### src/verilog/switch_queue_priority_consts.vh
// Purpose: Offsets, field positions, reset values and limits of the queue priority bank
// Assumes: Byte addresses as printed; 32-bit read data, narrow registers in low bits except the free count at bits 26:16
// Notes: Definitions only
`ifndef SWITCH_QUEUE_PRIORITY_CONSTS_VH
`define SWITCH_QUEUE_PRIORITY_CONSTS_VH

`define ADDR_W 16
`define DATA_W 32

`define OFS_PTP_NONEVENT_QUEUE_PRIORITY 16'h037D
`define OFS_QUEUE_MANAGEMENT_CONTROL 16'h0390
`define OFS_PACKET_MEMORY_FREE_COUNT 16'h03AC

`define NONEVENT_OVERRIDE_BIT 7
`define NONEVENT_PRIO_HI 3
`define NONEVENT_PRIO_LO 0
`define NONEVENT_OVERRIDE_RST 1'h0
`define NONEVENT_PRIO_RST 4'hF

`define SPLIT_HI 7
`define SPLIT_LO 6
`define SPLIT_RST 2'h2
`define QMC_RSV_HI 5
`define QMC_RSV_LO 2
`define QMC_RSV_RST 4'h0
`define DISCARD_BIT 1
`define DISCARD_RST 1'h1
`define QMC_RSV0_BIT 0
`define QMC_RSV0_RST 1'h0

`define SPLIT_0_2_LOW 2'h0
`define SPLIT_UNUSED 2'h1
`define SPLIT_0_1_LOW 2'h2
`define SPLIT_0_LOW 2'h3

`define FREE_COUNT_HI 26
`define FREE_COUNT_LO 16
`define FREE_COUNT_W 11
`define FREE_COUNT_MAX 11'h3F7

`endif

### src/verilog/switch_queue_priority_control.v
// Purpose: Global queue priority, two-queue split, membership discard policy, free block count
// Assumes: Plain register port, read data one cycle after the read strobe; frame and block
//          inputs come from switch logic on clk_sys
// Notes: All outputs registered; decisions appear one cycle after frame_valid
//        Split code 01 is unused and behaves as the reset split
//        With two-queue mode off the high queue select stays low
//        Simultaneous block allocation and release leave the count unchanged
//        A mirror copy to any port outside the destinations counts as mirrored elsewhere
// Behaviour
// RULE_01: Override clear: non-event messages keep their QoS priority.
// RULE_02: Override set: non-event messages take the programmed priority, QoS ignored.
// RULE_03: Priority field bits 3:0, resets to 1111, used only while override set.
// RULE_04: Split field bits 7:6 maps two-bit priority to queue in two-queue mode.
// RULE_05: Split 00: priorities 0-2 low, 3 high; code 01 unused.
// RULE_06: Split 10, the reset value: priorities 0,1 low, 2,3 high.
// RULE_07: Split 11: priority 0 low, priorities 1-3 high.
// RULE_08: Discard bit one, reset value: frames confined to source port membership.
// RULE_09: Discard bit zero: single-destination frames bypass membership; others stay restricted.
// RULE_10: Discard zero with mirroring: single-destination frame mirrored elsewhere is dropped.
// RULE_11: Free-block field bits 26:16 shows unused packet-memory blocks in real time.
// RULE_12: With nothing buffered, including after reset, free count reads 0x3F7.
// RULE_13: Count falls on allocation, rises on release, never exceeds its maximum.
`timescale 1ns/100ps
`include "switch_queue_priority_consts.vh"

module switch_queue_priority_control #(
   parameter PORTS = 3
) (
   input wire clk_sys,
   input wire rst,
   input wire [`ADDR_W-1:0] reg_addr,
   input wire [`DATA_W-1:0] reg_wdata,
   input wire reg_wr,
   input wire reg_rd,
   output reg [`DATA_W-1:0] reg_rdata,
   input wire frame_valid,
   input wire frame_ptp_nonevent,
   input wire [3:0] frame_qos_priority,
   input wire two_queue_mode,
   input wire [1:0] frame_regen_priority,
   input wire [PORTS-1:0] frame_dest_map,
   input wire [PORTS-1:0] frame_member_map,
   input wire mirror_enable,
   input wire [PORTS-1:0] frame_mirror_map,
   input wire block_alloc,
   input wire block_release,
   output reg decision_valid,
   output reg [3:0] queue_priority,
   output reg high_queue_select,
   output reg [PORTS-1:0] forward_map,
   output reg frame_drop,
   output reg [`FREE_COUNT_W-1:0] free_block_count
);

   reg nonevent_override;
   reg [3:0] nonevent_priority;
   reg [1:0] two_queue_priority_split;
   reg [3:0] qmc_reserved;
   reg unicast_membership_discard;
   reg qmc_reserved0;

   reg [3:0] next_queue_priority;
   reg next_high_queue;
   reg [PORTS-1:0] next_forward_map;
   reg next_drop;
   reg [`FREE_COUNT_W-1:0] next_free_count;
   reg [`DATA_W-1:0] next_rdata;

   wire single_dest;
   wire mirrored_elsewhere;
   wire bypass_allowed;
   wire nonevent_forced;
   wire [PORTS-1:0] stray_mirror;
   wire [PORTS:0] dest_count_step [0:PORTS];
   genvar g;

   // Address decode and write enables
   wire sel_nonevent;
   wire sel_queue_control;
   wire nonevent_wr;
   wire queue_control_wr;

   // Read image of each register, unused bits zero
   reg [`DATA_W-1:0] nonevent_image;
   reg [`DATA_W-1:0] queue_control_image;
   reg [`DATA_W-1:0] free_count_image;

   // High queue result under each split code
   wire split_high_0_2_low;
   wire split_high_0_1_low;
   wire split_high_0_low;

   // Counter limits and step conditions
   wire count_empty;
   wire count_full;
   wire count_down;
   wire count_up;

   assign sel_nonevent = (reg_addr == `OFS_PTP_NONEVENT_QUEUE_PRIORITY);
   assign sel_queue_control = (reg_addr == `OFS_QUEUE_MANAGEMENT_CONTROL);
   assign nonevent_wr = reg_wr && sel_nonevent;
   assign queue_control_wr = reg_wr && sel_queue_control;
   assign nonevent_forced = frame_ptp_nonevent && nonevent_override;

   // Non-event override bit
   always @(posedge clk_sys or posedge rst) begin
      if (rst) begin
         nonevent_override <= `NONEVENT_OVERRIDE_RST;
      end else if (nonevent_wr) begin
         nonevent_override <= reg_wdata[`NONEVENT_OVERRIDE_BIT];
      end
   end

   // Non-event priority field
   always @(posedge clk_sys or posedge rst) begin
      if (rst) begin
         nonevent_priority <= `NONEVENT_PRIO_RST; // [RULE_03]
      end else if (nonevent_wr) begin
         nonevent_priority <= reg_wdata[`NONEVENT_PRIO_HI:`NONEVENT_PRIO_LO]; // [RULE_03]
      end
   end

   // Two-queue split field
   always @(posedge clk_sys or posedge rst) begin
      if (rst) begin
         two_queue_priority_split <= `SPLIT_RST; // [RULE_06]
      end else if (queue_control_wr) begin
         two_queue_priority_split <= reg_wdata[`SPLIT_HI:`SPLIT_LO]; // [RULE_04]
      end
   end

   // Reserved bits kept as plain storage
   always @(posedge clk_sys or posedge rst) begin
      if (rst) begin
         qmc_reserved <= `QMC_RSV_RST;
      end else if (queue_control_wr) begin
         qmc_reserved <= reg_wdata[`QMC_RSV_HI:`QMC_RSV_LO];
      end
   end

   // Unicast membership discard bit
   always @(posedge clk_sys or posedge rst) begin
      if (rst) begin
         unicast_membership_discard <= `DISCARD_RST; // [RULE_08]
      end else if (queue_control_wr) begin
         unicast_membership_discard <= reg_wdata[`DISCARD_BIT];
      end
   end

   // Lowest reserved bit, plain storage
   always @(posedge clk_sys or posedge rst) begin
      if (rst) begin
         qmc_reserved0 <= `QMC_RSV0_RST;
      end else if (queue_control_wr) begin
         qmc_reserved0 <= reg_wdata[`QMC_RSV0_BIT];
      end
   end

   // Image of the non-event priority register
   always @* begin
      nonevent_image = {`DATA_W{1'b0}};
      nonevent_image[`NONEVENT_OVERRIDE_BIT] = nonevent_override;
      nonevent_image[`NONEVENT_PRIO_HI:`NONEVENT_PRIO_LO] = nonevent_priority;
   end

   // Image of the queue management control register
   always @* begin
      queue_control_image = {`DATA_W{1'b0}};
      queue_control_image[`SPLIT_HI:`SPLIT_LO] = two_queue_priority_split;
      queue_control_image[`QMC_RSV_HI:`QMC_RSV_LO] = qmc_reserved;
      queue_control_image[`DISCARD_BIT] = unicast_membership_discard;
      queue_control_image[`QMC_RSV0_BIT] = qmc_reserved0;
   end

   // Image of the free block register
   always @* begin
      free_count_image = {`DATA_W{1'b0}};
      free_count_image[`FREE_COUNT_HI:`FREE_COUNT_LO] = free_block_count; // [RULE_11]
   end

   // Register read mux; unmapped addresses read zero
   always @* begin
      next_rdata = {`DATA_W{1'b0}};
      case (reg_addr)
         `OFS_PTP_NONEVENT_QUEUE_PRIORITY: begin
            next_rdata = nonevent_image;
         end
         `OFS_QUEUE_MANAGEMENT_CONTROL: begin
            next_rdata = queue_control_image;
         end
         `OFS_PACKET_MEMORY_FREE_COUNT: begin
            next_rdata = free_count_image; // [RULE_11]
         end
         default: begin
            next_rdata = {`DATA_W{1'b0}};
         end
      endcase
   end

   // Read data stands only in the cycle after the strobe
   always @(posedge clk_sys or posedge rst) begin
      if (rst) begin
         reg_rdata <= {`DATA_W{1'b0}};
      end else if (reg_rd) begin
         reg_rdata <= next_rdata;
      end else begin
         reg_rdata <= {`DATA_W{1'b0}};
      end
   end

   // Queue priority for the frame
   always @* begin
      if (nonevent_forced) begin
         next_queue_priority = nonevent_priority; // [RULE_02]
      end else begin
         next_queue_priority = frame_qos_priority; // [RULE_01]
      end
   end

   // Two-queue split; the unused code behaves as the reset split
   assign split_high_0_2_low = (frame_regen_priority == 2'h3); // [RULE_05]
   assign split_high_0_1_low = frame_regen_priority[1]; // [RULE_06]
   assign split_high_0_low = (frame_regen_priority != 2'h0); // [RULE_07]

   always @* begin
      case (two_queue_priority_split)
         `SPLIT_0_2_LOW: begin
            next_high_queue = split_high_0_2_low; // [RULE_05]
         end
         `SPLIT_0_LOW: begin
            next_high_queue = split_high_0_low; // [RULE_07]
         end
         default: begin
            next_high_queue = split_high_0_1_low; // [RULE_06]
         end
      endcase
      if (!two_queue_mode) begin
         next_high_queue = 1'b0; // [RULE_04]
      end
   end

   // Per-port scan: running destination count and mirror copies outside the destinations
   assign dest_count_step[0] = {(PORTS+1){1'b0}};

   generate
      for (g = 0; g < PORTS; g = g + 1) begin : port_scan
         assign dest_count_step[g+1] = dest_count_step[g] + {{PORTS{1'b0}}, frame_dest_map[g]};
         assign stray_mirror[g] = frame_mirror_map[g] && !frame_dest_map[g];
      end
   endgenerate

   assign single_dest = (dest_count_step[PORTS] == {{PORTS{1'b0}}, 1'b1});
   assign mirrored_elsewhere = mirror_enable && (|stray_mirror);
   // Only a single-destination frame may leave the membership restriction
   assign bypass_allowed = !unicast_membership_discard && single_dest; // [RULE_09]

   // Membership restriction and mirror drop
   always @* begin
      next_drop = 1'b0;
      if (!bypass_allowed) begin
         next_forward_map = frame_dest_map & frame_member_map; // [RULE_08] [RULE_09]
      end else if (mirrored_elsewhere) begin
         next_forward_map = {PORTS{1'b0}}; // [RULE_10]
         next_drop = 1'b1;
      end else begin
         next_forward_map = frame_dest_map; // [RULE_09]
      end
   end

   // Decision strobe, one cycle after each frame
   always @(posedge clk_sys or posedge rst) begin
      if (rst) begin
         decision_valid <= 1'b0;
      end else begin
         decision_valid <= frame_valid;
      end
   end

   // Queue priority, held until the next frame
   always @(posedge clk_sys or posedge rst) begin
      if (rst) begin
         queue_priority <= 4'h0;
      end else if (frame_valid) begin
         queue_priority <= next_queue_priority; // [RULE_01] [RULE_02]
      end
   end

   // High queue select, held until the next frame
   always @(posedge clk_sys or posedge rst) begin
      if (rst) begin
         high_queue_select <= 1'b0;
      end else if (frame_valid) begin
         high_queue_select <= next_high_queue; // [RULE_04]
      end
   end

   // Forwarding map, held until the next frame
   always @(posedge clk_sys or posedge rst) begin
      if (rst) begin
         forward_map <= {PORTS{1'b0}};
      end else if (frame_valid) begin
         forward_map <= next_forward_map; // [RULE_08] [RULE_09]
      end
   end

   // Drop flag, held until the next frame
   always @(posedge clk_sys or posedge rst) begin
      if (rst) begin
         frame_drop <= 1'b0;
      end else if (frame_valid) begin
         frame_drop <= next_drop; // [RULE_10]
      end
   end

   // Free block counter; allocation and release together cancel, both ends hold
   assign count_empty = (free_block_count == {`FREE_COUNT_W{1'b0}});
   assign count_full = (free_block_count == `FREE_COUNT_MAX);
   assign count_down = block_alloc && !block_release && !count_empty;
   assign count_up = block_release && !block_alloc && !count_full;

   always @* begin
      next_free_count = free_block_count;
      if (count_down) begin
         next_free_count = free_block_count - 11'h001; // [RULE_13]
      end else if (count_up) begin
         next_free_count = free_block_count + 11'h001; // [RULE_13]
      end
   end

   // Count register, full after reset
   always @(posedge clk_sys or posedge rst) begin
      if (rst) begin
         free_block_count <= `FREE_COUNT_MAX; // [RULE_12]
      end else begin
         free_block_count <= next_free_count; // [RULE_11]
      end
   end

endmodule

### config.mk
export PLATFORM = sky130hd
export DESIGN_NAME = switch_queue_priority_control
export DESIGN_NICKNAME = d
export VERILOG_FILES = /design/src/verilog/switch_queue_priority_control.v
export VERILOG_INCLUDE_DIRS = /design/src /design/src/verilog
export SDC_FILE = /design/constraint.sdc
export NUM_CORES = 1
export LEC_CHECK = 0
export BUFFER_PORTS_ARGS = -buffer_cell sky130_fd_sc_hd__buf_2
export CAP_MARGIN = 20
export CORE_MARGIN = 8
export CORE_UTILIZATION = 45
export DETAILED_ROUTE_END_ITERATION = 8
export GPL_TIMING_DRIVEN = 0
export PLACE_DENSITY = 0.77
export SLEW_MARGIN = 20
export SYNTH_ARGS = -nofsm -noshare
export SYNTH_HDL_FRONTEND = slang
export SYNTH_SLANG_ARGS = --single-unit
### constraint.sdc
create_clock -name clk_sys -period 5.3 [get_ports clk_sys]
set_input_delay 0.53 -clock clk_sys [delete_from_list [all_inputs] [get_ports clk_sys]]
set_output_delay 0.53 -clock clk_sys [all_outputs]
set_load 0.03 [all_outputs]
; ---- Yosys cells after proc, flatten, opt, wreduce, memory -nomap -nowiden
; Cells that the tools add are included.
[classes]
reduce_logical = 25
shift = 0
n_addsub = 4
order_cmp = 0
eq_ne = 7
bitwise = 1
mul = 0
n_mux = 11
n_div = 0
[op_table]
columns = op, n
row1 = one-hot mux 27 bit (3 select lines), 1
row2 = "== test 16 x 10 -> 1 bit, second input constant", 3
row3 = two-way mux 32 bit, 1
row4 = two-way mux 11 bit, 2
row5 = logical AND 1 bit, 12
row6 = "adder 11 x 1 -> 11 bit, second input constant", 1
row7 = "== test 11 x 10 -> 1 bit, second input constant", 1
row8 = logical NOT 11 bit, 1
row9 = "subtractor 11 x 1 -> 11 bit, second input constant", 1
row10 = logical NOT 1 bit, 8
row11 = two-way mux 3 bit, 2
row12 = "== test 2 bit, second input constant", 2
row13 = two-way mux 4 bit, 1
row14 = nonzero test 2 bit, 2
row15 = adder 2 x 1 -> 3 bit, 1
row16 = AND 3 bit, 1
row17 = "== test 3 x 1 -> 1 bit, second input constant", 1
row18 = two-way mux 1 bit, 3
row19 = OR reduction 3 bit, 1
row20 = adder 1 x 1 -> 2 bit, 1
row21 = logical NOT 2 bit, 1
row22 = one-hot mux 1 bit (2 select lines), 1
[totals]
in_bits = 73
mem_bits_ro = 0
reg_bits = 66
out_inout_bits = 53
wordCells = 61
memories = 0
ram_bits = 0
latch_bits = 0

; ---- Depth between registers and ports, before layout
; Gate-level depths: netlist of run 1.
[logic_depth]
word_depth = 6
depth_mapped = 11
ltp_nobuf = 10

; ---- Worst setup path before layout of run 1
; Ideal clock, no wire load.
[synth_timing]
path_kind = register -> register
from = reg free_block_count[0]
to = reg free_block_count[8]
slack_ns = 1.603
setup_ns = 0.080
path_stages_with_launch = 10
required_time_ns = 5.220
arrival_ns = 3.617
cell_sequence = dfstp_2 -> clkbuf_2 -> nor4_1 -> a311oi_1 -> ha_1 -> nor2b_1 -> o31a_1 -> o311a_1 -> or4_1 -> a32o_1
[synth_via]
elab_chain_len = 4
[synth_lines]
columns = element, line
row1 = from (decl), switch_queue_priority_control.v:52  ; output reg [`FREE_COUNT_W-1:0] free_block_count
row2 = from (signal assigned), switch_queue_priority_control.v:333  ; free_block_count <= `FREE_COUNT_MAX;
row3 = from (signal assigned), switch_queue_priority_control.v:335  ; free_block_count <= next_free_count;
row4 = "parallel branches: the longest is 4 deep, another holds adder 11 x 1 -> 11 bit", n/a
; Parallel ways; which one is timed is not known. The select of a mux whose other input is x is not followed.
; A chain may end at the register's enable or synchronous reset.

; ---- Worst setup path in the final report of run 1
; Ends and elaborated chain as after synthesis.

==> flow_metrics.env, run 1 <==
export IMPL_run_status="completed"
export IMPL_synth_xor_area_share_pct=2.25
export IMPL_start_kind="register"
export IMPL_vias_per_cell=5.00
export IMPL_core_area_um2=5890
export IMPL_antenna_cells=0
export IMPL_dp_hpwl_mm=5.19
export IMPL_postSynthCellCount=249
export IMPL_cts_sinks=53
export IMPL_port_buffer_count=88
export IMPL_critPathArrivalTime_ns=3.33
export IMPL_cts_made_buffers=5
export IMPL_crit_type="reg -> reg"
export IMPL_final_util_pct=58.4
export IMPL_required_ns=5.53
export IMPL_syn2layout_area_growth_pct=25.9
export IMPL_synth_simple_gate_area_share_pct=13.8
export IMPL_fin_nets=444
export IMPL_cellLeakagePower_nw=1.82
export IMPL_syn_area_um2=2730
export IMPL_crit_fanout=9
export IMPL_synth_fa_ha_area_share_pct=6.51
export IMPL_period_share_pct=58.5
export IMPL_ys_seq_area_share_pct=49.3
export IMPL_worstPathCellList="clkbuf_2 -> nor4_1 -> a311oi_2 -> buf_4 -> ha_1 -> o21a_1 -> o31a_1 -> o311a_1 -> or4_1 -> a32o_1"
export IMPL_most_common_layout_cells="89 x buf_2, 38 x dfrtp_1, 17 x o21ai_0"
export IMPL_fin_skew_ns=0.0117
export IMPL_topRoutingLayerUsed="met4"
export IMPL_cts_resized=0
export IMPL_fin_cells=434
export IMPL_p_per_area_nw_per_um2=370
export IMPL_start_util_pct=46.4
export IMPL_slew_viol_final=0
export IMPL_yosys_warnings=0
export IMPL_grt_max_degree=36
export IMPL_first_iter_violations=39
export IMPL_clock_fmax_ghz=0.323
export IMPL_finalCriticalPeriod_ns=3.10
export IMPL_overflow=0
export IMPL_ys_flop_type="dfrtp_1"
export IMPL_avgSynthCellArea_um2=11.0
export IMPL_rsz0062_at_grt="false"
export IMPL_wl_met1_mm=2.49
export IMPL_final_hold_viol_count=0
export IMPL_hold_class="in -> async"
export IMPL_final_common_cell="buf_2"
export IMPL_synth_mux_area_share_pct=7.97
export IMPL_critPathSlowestCell="dfstp_2"
export IMPL_whs_ns=0.208
export IMPL_die_w_um=93.9
export IMPL_place_congestion=0.824
export IMPL_htreeDepth=2
export IMPL_synth_seq_cells=53
export IMPL_tightest_slew_ns=0.611
export IMPL_wl_mm=6.42
export IMPL_ir_worst_vdd_v=0.000338
export IMPL_post_drt_wl_per_cell_um=14.8
export IMPL_final_setup_tns_ns=0
export IMPL_cap_violations=0
export IMPL_synth_edf_count=0
export IMPL_setup_viol=0
export IMPL_drcViolationCount=0
export IMPL_crit_buf_inv=2
export IMPL_vias=2169
export IMPL_grt_usage_pct=14.6
export IMPL_synth_compound_area_share_pct=13.7
export IMPL_antenna_found_initial=0
export IMPL_dp_cells=426
export IMPL_fillers=532
export IMPL_drt_pass1_iterations=4
export IMPL_cts_clk_slew_worst_paths_ns=0.10
export IMPL_postCtsSetupRepairBufs=0
export IMPL_ant_nets=0
export IMPL_row_count=28
export IMPL_slowest_delay_ns=0.53
export IMPL_cpLargestDelayFamily="compound AO/OA/AOI/OAI gates"
export IMPL_cts_root_buf="clkbuf_8"
export IMPL_dr_wl_met3_um=482
export IMPL_synthArstFlopShare_pct=100
export IMPL_pin_count=126
export IMPL_layout_drive_gt1_share_pct=42.3
export IMPL_r2r_slack_ns=2.20
export IMPL_die_area_um2=8820
export IMPL_grt_pass1_vias=2204
export IMPL_ys_types=50
export IMPL_cts_tree="yes"
export IMPL_worstSkewPairLatency_ns=0.30
export IMPL_hold_buffers=0
export IMPL_synth_top_family_by_area="simple AND/OR/NAND/NOR gates"
export IMPL_cp_end_kind="register"
export IMPL_met2_length_mm=3.36
export IMPL_die_h_um=93.9
export IMPL_grt_pass1_wl_mm=10.5
export IMPL_relSlewSlack_pct=59.0
export IMPL_cts_buffer_depth=2
[registers in the layout, summed over array words and instances, names as in the netlist, 2 cells and up]
| name | count |
|---|---|
| reg_rdata | 19 |
| queue_priority | 4 |
| qmc_reserved | 4 |
| free_block_count | 11 |
| nonevent_priority | 4 |
| two_queue_priority_split | 2 |
| forward_map | 3 |
[kinds of logic (layout without fill, tap and decap cells)]
kind of cell,Yosys count,after routing
buf+inv,33,131
mux,20,20
fa+ha+maj,13,13
xor+xnor,7,7
other cells,1,13
compound gates,57,57
simple gates,65,65
flops,53,53
[through the flow]
step	worst slack (ns)	cell area (um2)	power [mW]
after detailed placement	2.22	3340	1.05
after floorplan	1.60	2780	0.904
after global routing	2.00	3440	1.36
after CTS	2.19	3440	1.28
final	2.20	3440	1.27
after global placement	1.23	3310	1.03
[power breakdown]
part | leakage (nW) | switching, mW | internal [mW] | total, mW
Sequential | 0.664 | 0.0687 | 0.479 | 0.548
Combinational | 1.11 | 0.299 | 0.190 | 0.489
Clock | 0.0445 | 0.127 | 0.106 | 0.234
[synth_stat cells (all sizes together) (9+ instances only)]
master / count / area, um2
dfrtp: 38 / 951
ha: 11 / 138
dfstp: 15 / 394
mux2: 14 / 158
o21ai: 17 / 85.1
buf: 14 / 103
inv: 16 / 60.1
a21oi: 9 / 45.0
nand2: 14 / 60.1
nor2: 15 / 58.8
and2: 11 / 68.8
[worst paths after layout]
check | endpoint | startpoint | cells after the start
min in group clk_sys | decision_valid | frame_valid | 1
min | forward_map[1] | rst | 2
max in group asynchronous | free_block_count[1] | rst | 3
min reg2reg | frame_drop | frame_drop | 1
max reg2reg | free_block_count[8] | free_block_count[0] | 10
max | free_block_count[8] | free_block_count[0] | 10
[cell type report]
class	instances	area, um2	area share (%)
buffer	17	115	3.35
clock buffer	7	86.3	2.51
clock inverter	1	7.51	0.218
inverter	16	60.1	1.75
multi-input combinational	175	1260	36.7
sequential	53	1350	39.1
tap	75	93.8	2.73
timing repair buffer	90	468	13.6
[routing by layer]
metal | up-vias | GRT usage [%]
li1 | 1080 | -
met1 | 1022 | 16.5
met2 | 59 | 26.0
met3 | 8 | 4.24
met4 | 0 | 3.83
met5 | - | 0
Note: power is estimated with default switching activity, not from simulation.
==> run 2: changes to the inputs <==
==> constraint.sdc (replaced) <==
create_clock -name clk_sys -period 3 [get_ports clk_sys]
set_input_delay 0.3 -clock clk_sys [delete_from_list [all_inputs] [get_ports clk_sys]]
set_output_delay 0.3 -clock clk_sys [all_outputs]
set_load 0.03 [all_outputs]
==> run 2 against run 1 <==
Against the previous run: non-clock buffer count increased by 7; sequential power is 84% higher; via count is 2.4% higher; sequential cell count stayed put; count of clock-buffer cells in the layout unchanged; utilization grew 3.2 points; critical endpoint unchanged; largest power group unchanged; highest routed layer unchanged.
==> flow_metrics.env, run 2 (same netlist as run 1, synthesis figures left out) <==
export IMPL_tightest_slew_ns=0.646
export IMPL_reg2reg_from="free_block_count[4]"
export IMPL_grt_most_used_layer="met2"
export IMPL_crit_fanout=6
export IMPL_slew_viol_final=0
export IMPL_finalWorstSetupSlack_ns=0.0549
export IMPL_critPathArrivalTime_ns=3.17
export IMPL_fin_skew_ns=0.00641
export IMPL_use_met1_pct=17.0
export IMPL_power_mw=2.51
export IMPL_hold_class="in -> async"
export IMPL_period_share_pct=98.2
export IMPL_met3_usage_pct=4.40
export IMPL_row_count=28
export IMPL_cts_tree="yes"
export IMPL_die_h_um=93.9
export IMPL_grt_pass1_vias=2223
export IMPL_layout_drive_gt1_share_pct=46.2
export IMPL_grt_usage_pct=15.1
export IMPL_antenna_cells=0
export IMPL_largest_reg_flops=19
export IMPL_vias_per_cell=5.04
export IMPL_worstSkewPairLatency_ns=0.29
export IMPL_setup_viol=0
export IMPL_grt_max_degree=32
export IMPL_fillers=509
export IMPL_cts_root_buf="clkbuf_8"
export IMPL_cap_violations=0
export IMPL_core_area_um2=5890
export IMPL_required_ns=3.23
export IMPL_fin_cells=441
export IMPL_cts_clk_slew_worst_paths_ns=0.09
export IMPL_die_area_um2=8820
export IMPL_p_per_area_nw_per_um2=691
export IMPL_pre_cts_ws_ns=-0.245
export IMPL_cts_buffer_depth=2
export IMPL_post_drt_wl_per_cell_um=15.2
export IMPL_ir_worst_vdd_v=0.000606
export IMPL_fin_nets=451
export IMPL_whs_ns=0.0238
export IMPL_worstSetupStartpoint="free_block_count[4]"
export IMPL_die_w_um=93.9
export IMPL_start_util_pct=46.4
export IMPL_grtUsageMet2_pct=27.4
export IMPL_start_kind="register"
export IMPL_vias=2221
export IMPL_top_register="reg_rdata"
export IMPL_r2r_cells=9
export IMPL_clock_fmax_ghz=0.340
export IMPL_reg_top3="reg_rdata: 19 flops, free_block_count: 11 flops"
export IMPL_grt_pass1_wl_mm=10.7
export IMPL_dp_hpwl_mm=5.27
export IMPL_antenna_found_initial=0
export IMPL_cts_sinks=53
export IMPL_pin_count=126
export IMPL_relSlewSlack_pct=56.6
export IMPL_cts_made_buffers=5
export IMPL_critPathCapture="free_block_count[8]"
export IMPL_overflow=0
export IMPL_final_common_cell="buf_2"
export IMPL_most_common_layout_cells="89 x buf_2, 37 x dfrtp_1, 21 x buf_4"
export IMPL_wl_mm=6.70
export IMPL_run_status="completed"
export IMPL_final_util_pct=61.6
export IMPL_drcViolationCount=0
export IMPL_cp_end_kind="register"
export IMPL_finalCriticalPeriod_ns=2.95
export IMPL_hold_buffers=0
export IMPL_ant_nets=0
export IMPL_dp_cells=425
export IMPL_place_congestion=0.838
export IMPL_cellLeakagePower_nw=1.88
export IMPL_final_hold_viol_count=0
export IMPL_r2r_slack_ns=0.05
export IMPL_crit_type="reg -> reg"
export IMPL_syn2layout_area_growth_pct=32.7
export IMPL_drt_pass1_iterations=4
export IMPL_first_iter_violations=39
export IMPL_htreeDepth=2
export IMPL_port_buffer_count=88
export IMPL_r2r_end="free_block_count[8]"
==> run 2: cell types whose count changed in the layout (fill, tap and decap cells not counted), moves of 2 or more <==
cell and change:
buf_4 +7, ha_1 -3, ha_4 +3, nor4_1 -2, nor4_4 +2
==> run 2: layout make-up <==
| cell class | instances | area [um2] | share of cell area (%) |
|---|---|---|---|
| repair buffers | 98 | 532 | 14.7 |
| clock inverters | 1 | 30.0 | 0.829 |
| multi-input cells | 175 | 1370 | 37.7 |
| well taps | 75 | 93.8 | 2.59 |
| clock buffers | 7 | 86.3 | 2.38 |
| inverters | 16 | 60.1 | 1.66 |
| flip-flops and latches | 53 | 1350 | 37.2 |
| plain buffers | 16 | 110 | 3.04 |
==> run 2: stage by stage <==
stage | cell area (um2) | setup TNS [ns]
2_1_floorplan | 2820 | -0.150
3_3_place_gp | 3360 | -0.333
3_5_place_dp | 3380 | -0.408
4_1_cts | 3520 | 0
5_1_grt | 3620 | -0.0239
6_report | 3620 | 0
==> run 2: how the worst min path moves through the flow <==
| stage | from | endpoint | slack [ns] | depth (start not counted) |
|---|---|---|---|---|
| after global routing | rst | free_block_count[10] | 0.05 | 2 |
| after floorplan | frame_valid | decision_valid | 0.33 | 0 |
| after global placement | frame_drop | frame_drop | 0.46 | 1 |
| after detailed placement | rst | reg_rdata[24] | 0.36 | 2 |
| after CTS | rst | free_block_count[10] | 0.03 | 2 |
| final | rst | free_block_count[10] | 0.02 | 2 |
==> run 2: repair_timing <==
item / in CTS / in global routing
setup buffers: 2 / 7
endpoints found under the setup margin: 2 / 2
gates resized for setup: 1 / 9
pin swaps: 1 / 4
==> run 2: report_power, final <==
group	switching, mW	total (mW)	internal [mW]
registers	0.157	1.01	0.849
clock network	0.220	0.493	0.272
logic	0.568	1.01	0.440
==> run 2: critical path: stages (launching register included) <==
cell      delay, ns
dfstp_2        0.62
nor3_1         0.09
a311oi_4       0.29
buf_6          0.18
ha_4           0.21
nor2b_4        0.13
o31a_1         0.31
o311a_4        0.40
or4_4          0.41
a32o_1         0.23
==> run 2: routing by layer <==
layer / vias up / wire length, um / share of wire [%]
li1: 1090 / - / -
met1: 1060 / 2640 / 39
met2: 66 / 3500 / 52
met3: 5 / 510 / 7.6
met4: 0 / 48 / 0.72
met5: - / 0 / 0
==> run 3: changes to the inputs <==
--- a/config.mk
+++ b/config.mk
@@ -6,13 +6,14 @@
 export SDC_FILE = /design/constraint.sdc
 export NUM_CORES = 1
 export LEC_CHECK = 0
+export ABC_AREA = 1
 export BUFFER_PORTS_ARGS = -buffer_cell sky130_fd_sc_hd__buf_2
 export CAP_MARGIN = 20
 export CORE_MARGIN = 8
 export CORE_UTILIZATION = 45
 export DETAILED_ROUTE_END_ITERATION = 8
 export GPL_TIMING_DRIVEN = 0
-export PLACE_DENSITY = 0.77
+export PLACE_DENSITY = 0.76
 export SLEW_MARGIN = 20
 export SYNTH_ARGS = -nofsm -noshare
 export SYNTH_HDL_FRONTEND = slang
==> run 3 against run 2 <==
Against the previous run: clock power shrank 3%; area after synthesis grew 9.8%; non-clock buffer count shrank 8; count of clock-buffer cells in the layout shrank 1; register-to-register slack gained 0.53 ns; maximum frequency grew 22%; first-iteration DRC count grew to 2.8 times the previous value; combinational power is essentially flat; critical path depth grew 8; critical endpoint is now free_block_count[10]; highest routed layer unchanged.
==> flow_metrics.env, run 3 <==
export IMPL_fin_skew_ns=0.00567
export IMPL_post_drt_wl_per_cell_um=13.1
export IMPL_rsz0062_at_grt="false"
export IMPL_antenna_found_initial=0
export IMPL_grt_max_degree=34
export IMPL_cap_violations=0
export IMPL_postCtsSetupRepairBufs=0
export IMPL_grt_pass1_vias=2718
export IMPL_yosys_warnings=0
export IMPL_worstSkewPairLatency_ns=0.30
export IMPL_ys_top_cells_by_count="94 x nand2_1, 46 x inv_1, 38 x dfrtp_1, 36 x nor2_1, 24 x a21oi_1"
export IMPL_grtUsageMet2_pct=25.6
export IMPL_finalCriticalPeriod_ns=2.41
export IMPL_final_hold_viol_count=0
export IMPL_final_common_cell="nand2_1"
export IMPL_period_share_pct=80.4
export IMPL_drt_pass1_iterations=4
export IMPL_met3_usage_pct=4.69
export IMPL_synth_edf_count=0
export IMPL_yosysTopAreaCell="dfrtp_1"
export IMPL_overflow=0
export IMPL_synthArstFlopShare_pct=100
export IMPL_final_setup_tns_ns=0
export IMPL_grt_pass1_wl_mm=12.2
export IMPL_final_util_pct=58.1
export IMPL_final_area_um2=3710
export IMPL_cts_clk_slew_worst_paths_ns=0.09
export IMPL_clock_fmax_ghz=0.415
export IMPL_hold_buffers=0
export IMPL_dp_cells=551
export IMPL_cts_sinks=53
export IMPL_ant_nets=0
export IMPL_vias=2717
export IMPL_start_util_pct=46.9
export IMPL_worstPathCellList="nor2_1 -> nand2_1 -> nor2_1 -> nand2_2 -> nand2_4 -> inv_1 -> ha_1 -> nand2_1 -> nand2_1 -> nand2_1 -> nand2_1 -> nand2_1 -> nand2_1 -> nor2_1 -> nand3_1 -> nand3_2 -> nand2_2"
export IMPL_first_iter_violations=111
export IMPL_die_h_um=97.6
export IMPL_synth_seq_cells=53
export IMPL_ys_flop_type="dfrtp_1"
export IMPL_wl_mm=7.31
export IMPL_tightest_slew_ns=0.546
export IMPL_die_area_um2=9530
export IMPL_crit_buf_inv=1
export IMPL_cts_made_buffers=5
export IMPL_synthTopCellsByArea="dfrtp_1 32%, dfstp_2 13%, nand2_1 12%"
export IMPL_p_per_area_nw_per_um2=659
export IMPL_row_count=29
export IMPL_dp_hpwl_mm=5.92
export IMPL_ys_seq_area_share_pct=44.9
export IMPL_place_congestion=0.895
export IMPL_layout_drive_gt1_share_pct=33.2
export IMPL_grt_usage_pct=15.3
export IMPL_cp_end_kind="register"
export IMPL_whs_ns=0.00121
export IMPL_cellLeakagePower_nw=2.04
export IMPL_critPathArrivalTime_ns=2.61
export IMPL_htreeDepth=2
export IMPL_cts_tree="yes"
export IMPL_grt_most_used_layer="met2"
export IMPL_top_register="reg_rdata"
export IMPL_avgSynthCellArea_um2=8.04
export IMPL_slowest_delay_ns=0.59
export IMPL_crit_fanout=9
export IMPL_core_area_um2=6390
export IMPL_fin_nets=567
export IMPL_start_kind="register"
export IMPL_relSlewSlack_pct=63.6
export IMPL_slew_viol_final=0
export IMPL_die_w_um=97.6
export IMPL_yosysMostFrequentCell="nand2_1"
export IMPL_ir_worst_vdd_v=0.000408
export IMPL_pre_cts_ws_ns=0.643
export IMPL_antenna_cells=0
export IMPL_postSynthCellCount=373
export IMPL_ys_types=35
export IMPL_reg_top3="reg_rdata: 19 flops, free_block_count: 11 flops"
export IMPL_run_status="completed"
export IMPL_cts_resized=0
export IMPL_drcViolationCount=0
export IMPL_cts_buffer_depth=2
export IMPL_pin_count=126
export IMPL_power_mw=2.45
export IMPL_use_met1_pct=18.2
export IMPL_fin_cells=559
export IMPL_finalWorstSetupSlack_ns=0.588
export IMPL_most_common_layout_cells="94 x nand2_1, 89 x buf_2, 45 x inv_1"
export IMPL_largest_reg_flops=19
export IMPL_crit_type="reg -> reg"
export IMPL_hold_class="in -> async"
export IMPL_required_ns=3.20
export IMPL_critPathMostFrequentCell="nand2_1"
export IMPL_vias_per_cell=4.86
export IMPL_port_buffer_count=88
export IMPL_cts_root_buf="clkbuf_8"
export IMPL_synth_top_area_share_pct=31.7
export IMPL_syn2layout_area_growth_pct=23.8
export IMPL_syn_area_um2=3000
export IMPL_dpl_instance_area_um2=3600
export IMPL_critPathSlowestCell="dfstp_2"
export IMPL_setup_viol=0
export IMPL_cpLargestDelayFamily="simple AND/OR/NAND/NOR gates"
## run 3: cell types whose count changed in the layout (fill, tap and decap cells not counted), moves of 8 or more
cell / previous run / this run
o21ai_2: 0 / 10
inv_1: 15 / 45
nor3_1: 5 / 16
buf_4: 21 / 13
mux2_2: 14 / 0
nand2_2: 0 / 10
nor2_1: 14 / 36
and2_1: 11 / 0
nand3_1: 1 / 17
nand2_1: 13 / 94
a21oi_1: 9 / 24
## run 3: kinds of logic after synthesis
kind of cell             synth area share [%]
AO/OA/AOI/OAI                            9.98
AND/OR/NAND/NOR                          27.6
XOR/XNOR                                0.877
flip-flops                               44.9
other                                   0.125
buffers and inverters                    10.6
adder cells (fa/ha/maj)                  5.93
## run 3: final timing paths
check                                          from                    to  slack [ns]  cells after the start
worst max-delay path            free_block_count[0]  free_block_count[10]        0.59                     17
worst min-delay path                            rst          reg_rdata[4]       0.001                      2
worst max register to register  free_block_count[0]  free_block_count[10]        0.59                     17
worst min register to register       forward_map[1]        forward_map[1]        0.49                      2
max in group asynchronous                       rst   free_block_count[1]        2.39                      3
min in group clk_sys                    frame_valid        decision_valid        0.19                      1
## run 3: cell type report
cell class	count	area, um2
repair buffers	89	460
flip-flops and latches	53	1350
inverters	50	189
fillers	600	2680
well taps	77	96.3
plain buffers	17	129
clock buffers	6	72.6
clock inverters	2	38.8
multi-input cells	265	1380
## run 3: where the power goes
part	switching (mW)	leakage [nW]	total (mW)	internal, mW
logic	0.662	1.32	1.01	0.346
clock network	0.228	0.0554	0.479	0.251
registers	0.114	0.665	0.960	0.846
## run 3: routing by layer
layer  vias up  part of all wire (%)
li1       1374                     -
met5         -                     0
met2        97                    47
met1      1235                    43
met3        11                   7.6
met4         0                   1.8
